### src/mode_map.vh
// Purpose: constants for the mode latch and page-0 address map
// Assumes: 8-bit register data, 24-bit cpu address
// Notes:   included by mode_latch_and_page0_map.v and mode_decode.v
`ifndef MODE_MAP_VH
`define MODE_MAP_VH

// ****************************************************************
// register field and windows
// ****************************************************************
`define RAM_CONTROL_ADDR    16'hFF11
`define MODE_READBACK_ADDR  16'hFF12
`define REG_FIELD_LO        16'hFE80
`define REG_FIELD_HI        16'hFFFF
`define RAM_WIN_LO          16'hF680
`define RAM_WIN_HI          16'hFE7F
`define ROM_WIN_HI          16'h7FFF

// ****************************************************************
// fields and reset values
// ****************************************************************
`define RAM_ENABLE_POS      3'd7
`define RAM_CONTROL_RESET   8'h80
`define READBACK_FIXED      5'h18

// ****************************************************************
// strap patterns
// ****************************************************************
`define MODE_PAT_1          3'h1
`define MODE_PAT_2          3'h2
`define MODE_PAT_3          3'h3
`define MODE_PAT_4          3'h4
`define MODE_PAT_7          3'h7

// ****************************************************************
// target codes for the address decode
// ****************************************************************
`define TGT_EXTERNAL        3'h0
`define TGT_ROM             3'h1
`define TGT_RAM             3'h2
`define TGT_REGS            3'h3
`define TGT_ERROR           3'h4

`endif

### src/mode_latch_and_page0_map.v
// Purpose: strap capture, mode attributes, page-0 decode, ram control and mode readback
// Assumes: one clock; cpu byte access to the register field via acc_* ports
// Notes:   straps are captured in the first cycle after sys_rst falls
//
// Functional notes
// - mode straps captured as reset ends; selects mode 1, 2, 3, 4 or 7
// - captured pattern sets address size, rom usage and cpu mode per table
// - modes 1 and 2 reach 64 kbytes; modes 3 and 4 reach 1 Mbyte
// - single-chip frees every port and never accesses off-chip
// - modes 1, 2: ports 1, 2 control, 3 data, 4, 5 address
// - modes 3, 4: ports 1, 2 control, 3 data, 4, 5, 6 address
// - mode 2: port 5 starts as input; software turns it to output
// - mode 4: ports 5, 6 start as inputs; software turns them to output
// - modes 2 and 4 map low addresses to rom; modes 1, 3 have none
// - 64-kbyte pages; one page in min/single modes, sixteen in max
// - vectors from rom in modes 2, 4; external in modes 1, 3, 7
// - page-0 FE80 to FFFF decodes as the on-chip register field
// - ram enable set maps F680 to FE7F to ram; clear sends it off-chip except in single-chip
// - ram enable is bit 7 of ram control at FF11, bit writable
// - single-chip with ram off: ram window access is an address error
// - mode readback at FF12 is readable; writes do nothing
// - readback bits 7, 6 read one; bits 5 to 3 read zero
// - readback bits 2 to 0 return captured strap levels in order
// - max modes also save the code page on interrupt entry
`timescale 1ns/100ps
`include "mode_map.vh"

module mode_latch_and_page0_map
(
  input  wire        clk,
  input  wire        sys_rst,
  input  wire        strap_pin_hi,
  input  wire        strap_pin_mid,
  input  wire        strap_pin_lo,
  input  wire        acc_valid,
  input  wire        acc_write,
  input  wire        acc_fetch,
  input  wire [23:0] acc_addr,
  input  wire [7:0]  acc_wdata,
  output reg  [7:0]  acc_rdata,
  output reg         acc_rvalid,
  output wire        acc_reg_hit,
  output wire [2:0]  acc_target,
  output wire        acc_addr_error,
  output wire        mode_ready,
  output wire        mode_valid,
  output wire        max_mode,
  output wire        rom_on,
  output wire        single_chip,
  output wire [4:0]  page_limit,
  output wire        vectors_on_chip,
  output wire        save_code_page,
  output wire        ports12_control,
  output wire        port3_data_bus,
  output wire        port4_address,
  output wire        port5_address,
  output wire        port6_address,
  output wire        port5_starts_input,
  output wire        port6_starts_input,
  output wire        ram_enable_bit
);

  // ****************************************************************
  // state
  // ****************************************************************
  localparam [1:0] ST_RESET = 2'b01;
  localparam [1:0] ST_RUN   = 2'b10;

  reg  [1:0] state_r;
  reg  [1:0] state_nxt;
  reg  [2:0] strap_r;
  reg  [7:0] ram_control_r;
  reg  [7:0] rdata_nxt;

  wire       in_reg_field;
  wire       in_ram_win;
  wire       in_rom_win;
  wire       page0;
  wire       page_ok;
  wire       hit_ram_ctl;
  wire       hit_readback;
  wire [7:0] readback;
  reg  [2:0] target;

  function in_range;
    input [15:0] a;
    input [15:0] lo;
    input [15:0] hi;
    begin
      in_range = (a >= lo) && (a <= hi);
    end
  endfunction

  // ****************************************************************
  // strap capture on reset release
  // ****************************************************************
  always @*
  begin
    case (state_r)
      ST_RESET: state_nxt = ST_RUN;
      ST_RUN:   state_nxt = ST_RUN;
      default:  state_nxt = ST_RESET;
    endcase
  end

  always @(posedge clk)
  begin
    if (sys_rst)
    begin
      state_r <= ST_RESET;
      strap_r <= 3'h0;
    end
    else
    begin
      state_r <= state_nxt;
      if (state_r == ST_RESET)
        strap_r <= {strap_pin_hi, strap_pin_mid, strap_pin_lo};
    end
  end

  assign mode_ready = (state_r == ST_RUN);

  mode_decode u_mode_decode
  (
    .pattern     (strap_r),
    .mode_valid  (mode_valid),
    .max_mode    (max_mode),
    .rom_on      (rom_on),
    .single_chip (single_chip),
    .page_limit  (page_limit)
  );

  // ****************************************************************
  // mode attributes for the rest of the chip
  // ****************************************************************
  // single-chip keeps its rom but still takes vectors from the external table
  assign vectors_on_chip    = rom_on & ~single_chip;
  assign save_code_page     = max_mode;
  assign ports12_control    = mode_valid & ~single_chip;
  assign port3_data_bus     = mode_valid & ~single_chip;
  assign port4_address      = mode_valid & ~single_chip;
  assign port5_address      = mode_valid & ~single_chip;
  assign port6_address      = max_mode;
  assign port5_starts_input = (strap_r == `MODE_PAT_2) |
                              (strap_r == `MODE_PAT_4);
  assign port6_starts_input = (strap_r == `MODE_PAT_4);

  // ****************************************************************
  // address decode
  // ****************************************************************
  assign page0        = (acc_addr[23:16] == 8'h00);
  assign page_ok      = max_mode ? (acc_addr[23:20] == 4'h0) : page0;
  assign in_reg_field = page0 & in_range(acc_addr[15:0], `REG_FIELD_LO, `REG_FIELD_HI);
  assign in_ram_win   = page0 & in_range(acc_addr[15:0], `RAM_WIN_LO, `RAM_WIN_HI);
  assign in_rom_win   = page0 & in_range(acc_addr[15:0], 16'h0000, `ROM_WIN_HI);
  assign ram_enable_bit = ram_control_r[`RAM_ENABLE_POS];

  always @*
  begin
    if (!mode_valid || !page_ok)
      target = `TGT_ERROR;
    else if (in_reg_field)
      target = (acc_fetch) ? `TGT_ERROR : `TGT_REGS;
    else if (in_ram_win && ram_enable_bit)
      target = `TGT_RAM;
    else if (in_ram_win && single_chip)
      target = `TGT_ERROR;
    else if (in_rom_win && rom_on)
      target = `TGT_ROM;
    else if (single_chip)
      target = `TGT_ERROR;
    else
      target = `TGT_EXTERNAL;
  end

  assign acc_target     = target;
  assign acc_addr_error = acc_valid & (target == `TGT_ERROR);
  assign acc_reg_hit    = acc_valid & (target == `TGT_REGS);

  // ****************************************************************
  // register field: ram control and mode readback
  // ****************************************************************
  assign hit_ram_ctl  = acc_reg_hit & (acc_addr[15:0] == `RAM_CONTROL_ADDR);
  assign hit_readback = acc_reg_hit & (acc_addr[15:0] == `MODE_READBACK_ADDR);
  assign readback     = {`READBACK_FIXED, strap_r};

  always @(posedge clk)
  begin
    if (sys_rst)
      ram_control_r <= `RAM_CONTROL_RESET;
    else if (hit_ram_ctl && acc_write)
      ram_control_r <= {acc_wdata[`RAM_ENABLE_POS], 7'h7F};
  end

  always @*
  begin
    rdata_nxt = 8'h00;
    if (hit_ram_ctl)
      rdata_nxt = ram_control_r;
    else if (hit_readback)
      rdata_nxt = readback;
  end

  always @(posedge clk)
  begin
    if (sys_rst)
    begin
      acc_rdata  <= 8'h00;
      acc_rvalid <= 1'b0;
    end
    else
    begin
      acc_rvalid <= acc_reg_hit & ~acc_write;
      if (acc_reg_hit && !acc_write)
        acc_rdata <= rdata_nxt;
    end
  end

endmodule // mode_latch_and_page0_map

### src/mode_decode.v
// Purpose: turns a captured strap pattern into mode attributes
// Assumes: pattern comes from the strap capture register
// Notes:   unsupported patterns give all attributes low
`timescale 1ns/100ps
`include "mode_map.vh"

module mode_decode
(
  input  wire [2:0] pattern,
  output reg        mode_valid,
  output reg        max_mode,
  output reg        rom_on,
  output reg        single_chip,
  output reg  [4:0] page_limit
);

  // ****************************************************************
  // mode table
  // ****************************************************************
  always @*
  begin
    mode_valid  = 1'b1;
    max_mode    = 1'b0;
    rom_on      = 1'b0;
    single_chip = 1'b0;
    page_limit  = 5'h01;
    case (pattern)
      `MODE_PAT_1: rom_on = 1'b0;
      `MODE_PAT_2: rom_on = 1'b1;
      `MODE_PAT_3:
      begin
        max_mode   = 1'b1;
        page_limit = 5'h10;
      end
      `MODE_PAT_4:
      begin
        max_mode   = 1'b1;
        rom_on     = 1'b1;
        page_limit = 5'h10;
      end
      `MODE_PAT_7:
      begin
        rom_on      = 1'b1;
        single_chip = 1'b1;
      end
      default:
      begin
        mode_valid = 1'b0;
        page_limit = 5'h00;
      end
    endcase
  end

endmodule // mode_decode

### config.mk
export PLATFORM = sky130hd
export DESIGN_NAME = mode_latch_and_page0_map
export DESIGN_NICKNAME = d
export VERILOG_FILES = /design/src/mode_latch_and_page0_map.v /design/src/mode_decode.v
export VERILOG_INCLUDE_DIRS = /design/src
export SDC_FILE = /design/constraint.sdc
export NUM_CORES = 1
export LEC_CHECK = 0
export ABC_CLOCK_PERIOD_IN_PS = 2330
export BUFFER_PORTS_ARGS = -buffer_cell sky130_fd_sc_hd__buf_4
export CAP_MARGIN = 20
export CELL_PAD_IN_SITES_DETAIL_PLACEMENT = 0
export CELL_PAD_IN_SITES_GLOBAL_PLACEMENT = 1
export CORE_AREA = 2 2 66 68
export CTS_BUF_LIST = sky130_fd_sc_hd__clkbuf_16
export CTS_CLUSTER_DIAMETER = 40
export DETAILED_ROUTE_END_ITERATION = 8
export DIE_AREA = 0 0 68 70
export GPL_ROUTABILITY_DRIVEN = 1
export PLACE_DENSITY = 0.73
export SLEW_MARGIN = 15
export SYNTH_ARGS = -nofsm -noshare
export SYNTH_HDL_FRONTEND = slang
export SYNTH_SLANG_ARGS = --single-unit
### constraint.sdc
create_clock -name clk -period 2.33 [get_ports clk]
set_input_delay 0.466 -clock clk [delete_from_list [all_inputs] [get_ports clk]]
set_output_delay 0.466 -clock clk [all_outputs]
set_load 0.05 [all_outputs]
==> run_results.csv <==
group,metric,value,unit
clocking,cts_hold_buf,0,
routing,first_iter_violations,36,
floorplanning,core_area,0.004144,mm^2
setup_path,path_buf_inv,3,
clocking,cts_tree,"done",
setup_path,crit_family,"compound AO/OA/AOI/OAI gates",
floorplanning,die_h,70,um
run_status,status,"completed",
pwr,p_sw,819.4,uW
timing,fmax,444.4,MHz
synthesis,ys_warn_count,0,
synthesis,synthTopCellsByArea,"dfxtp_1, mux2i_1, buf_4",
synthesis,yosysTopAreaCell,"dfxtp_1",
setup_path,slowest_stage,"o311ai_4",
floorplanning,die_w,68,um
placed_design,dp.cells,234,
routing,vias,1088,
finish,fillers,438,
setup_path,rr_worst_depth,6,
timing,finalClockSkew,0.003669,ns
timing,rsz0062_at_grt,"no",
grt,grt_use_total,0.1222,
pwr,p_per_area,956.9,mW/mm^2
pwr,switching_share,0.4992,
synthesis,synth_seq_cells,14,
synthesis,yosysSeqAreaShare,0.2590,
floorplanning,initial_utilization,0.2612,
setup_path,r2r-end,"acc_rdata[5]$_SDFFE_PP0P_",
finish,final_cells,239,
clocking,h-tree-depth,1,
grt,grt-ovfl-total,0,
floorplanning,rows,24,
routing,first_pass_iters,4,
routing,met3_length,384,um
pwr,p_int,822.1,uW
floorplanning,die_area,0.004760,mm^2
clocking,root_buffer,"clkbuf_16",
timing,period_minus_slack,2.250,ns
setup_path,slowest_delay,0.36,ns
clocking,clk_latency,0.24,ns
placed_design,port_buffers,63,
pwr,seqPwrFrac,0.182,
setup_path,cp.required,1.86,ns
placed_design,gp_congestion,0.6750,
pwr,irDropWorstVdd,377.7,uV
clocking,cts_buffers,3,
clocking,cts_max_path_buffers,2,
synthesis,synth_area_per_cell,8.728,um^2
pwr,combPwrFrac,0.619,
timing,whs,0.4623,ns
timing,setup_viol,0,
timing,hold_viol,0,
timing,fin_crit_sh,0.9657,
synthesis,synth_cell_types,42,
grt,grt_pass1_vias,1023,
routing,route.layer.met1.wl,1175,um
finish,area_growth,58.50,%
grt,antenna_found_initial,0,
worst_hold_path,hp-start,"strap_pin_lo",
grt,grt_max_degree,21,
finish,layout-drive-gt1-share,0.4920,
floorplanning,io_pins,74,
setup_path,start_kind,"input port",
routing,routed_wl,2947,um
setup_path,crit_top_cell,"buf_4",
clocking,clkSinkCount,14,
setup_path,endpoint,"acc_target[0]",
pwr,pwr-share-clk,0.199,
timing,finalMaxSlewViolations,0,
finish,final_nets,230,
clocking,clk_pin_slew,0.05,ns
routing,wl_met2,1368,um
setup_path,cp-end-kind,"primary output",
routing,top_layer,"met4",
placed_design,dp_slack,0.06560,ns
pwr,p_total,1642,uW
setup_path,crit_start,"acc_addr[8]",
synthesis,synth_top_area_frac,0.2590,
finish,num_antenna_cells,0,
timing,worst_slack,0.07989,ns
placed_design,dp_hpwl,2454,um
routing,route.detailed.wl_per_inst,12.33,um
routing,viasPerCell,4.552,
setup_path,r2r_setup_slack,0.47,ns
setup_path,path_max_fanout,4,
worst_hold_path,hp-class,"in2reg",
pwr,p_leak,0.0007773,uW
synthesis,synth_area,0.001082,mm^2
setup_path,critical_path.cell_chain,"buf_4, o2111a_2, and3b_1, o311ai_4, inv_1, buf_4",
setup_path,cp.depth,6,
setup_path,crit_type,"in2out",
grt,grt_pass1_wl,4554,um
timing,fin_tns_setup,0,ns
synthesis,syn_inst,124,
job,maxCapViolCount,0,
setup_path,crit_arrival,1.78,ns
setup_path,rr_startpoint,"strap_r[2]$_SDFFE_PP0N_",
routing,ant_nets,0,
routing,drcViolationCount,0,
how the worst min path moves through the flow:
stage,depth (start not counted),endpoint,slack [ns]
finish,3,strap_r[0]$_SDFFE_PP0N_,0.46
floorplan,2,ram_control_r[6]$_SDFFE_PP0P_,0.44
global route,3,strap_r[2]$_SDFFE_PP0N_,0.47
global placement,2,ram_control_r[6]$_SDFFE_PP0P_,0.46
CTS,3,strap_r[2]$_SDFFE_PP0N_,0.46
detailed placement,2,ram_control_r[6]$_SDFFE_PP0P_,0.46
power by group through the flow:
| stage | clock network [uW] | logic, uW | registers, uW |
|---|---|---|---|
| global placement | 0 | 1010 | 301 |
| global route | 349 | 1080 | 305 |
| finish | 326 | 1020 | 299 |
| CTS | 334 | 1030 | 300 |
| detailed placement | 0 | 1030 | 305 |
| floorplan | 0 | 829 | 291 |
layer usage:
metal	global-route usage	vias up
met2	0.1974	52
met4	0.04444	0
met3	0.03382	2
met5	0	-
li1	-	547
met1	0.1521	487
layout by cell type (no fill, tap or decap), drive strengths merged, types with 2 or more instances in the layout:
cell type	n
nand4	2
dfxtp	14
nor2b	2
mux2i	11
buf	73
nand3	4
a211o	5
o211ai	2
clkbuf	3
a21oi	2
nand2	5
nand2b	7
inv	8
ha	2
nor2	13
nor3	5
nand3b	3
and2	3
nor4	2
conb	3
through the flow:
| step | cell area, um^2 | util |
|---|---|---|
| final | 1715 | 0.4139 |
| after global placement | 1615 | 0.3898 |
| after CTS | 1694 | 0.4088 |
| after global routing | 1715 | 0.4139 |
| after detailed placement | 1615 | 0.3898 |
| after floorplan | 1135 | - |
what timing repair did:
item / 4_1_cts / 5_1_grt
gates resized for setup: 0 / 3
endpoints found under the setup margin: 0 / 2
setup buffers: 0 / 1
synthesized netlist by cell type, drive strengths merged:
library cell  number
a211o              5
a21boi             1
a21oi              2
and2               3
and3               1
and3b              1
and4               1
and4b              1
buf               14
clkbuf             1
conb               1
dfxtp             14
dlygate4sd1        1
ha                 2
inv                8
mux2               1
mux2i             11
nand2              5
nand2b             7
nand3              4
nand3b             3
nand4              2
nor2              13
nor2b              2
nor3               5
nor3b              1
nor4               2
nor4b              1
o2111a             1
o2111ai            1
o211a              1
o211ai             2
o21ai              1
o221ai             1
o311ai             1
or3                1
xnor2              1
xor2               1
cells by family (layout without fill, tap and decap cells):
group	after synthesis	count (layout)	synth area share
compound gates	16	16	0.1410
simple gates	53	53	0.2879
buf+inv	24	85	0.1434
mux	12	12	0.1191
flops	14	14	0.2590
other cells	1	3	0.003465
xor+xnor	2	2	0.02313
fa+ha+maj	2	2	0.02312
state kept, by name (all words and copies together), names as in the netlist:
name           cells
acc_rdata          6
acc_rvalid         1
ram_control_r      2
state_r            2
strap_r            3
tightest hold or removal path, delay by kind of cell:
kind	cells	cell delay, ns
buffers and inverters	1	0.07
and+or+nand+nor	1	0.07
muxes	1	0.05
layout make-up:
| cell class | instances | area (um^2) | area share |
|---|---|---|---|
| Multi-Input combinational cell | 88 | 709.4 | 0.4136 |
| Sequential cell | 14 | 280.3 | 0.1634 |
| Tap cell | 52 | 65.06 | 0.03793 |
| Inverter | 8 | 30.03 | 0.01751 |
| Timing Repair Buffer | 73 | 551.8 | 0.3217 |
| Clock buffer | 3 | 75.07 | 0.04376 |
| Clock inverter | 1 | 3.754 | 0.002188 |
Power figures use the tool's default switching activity.
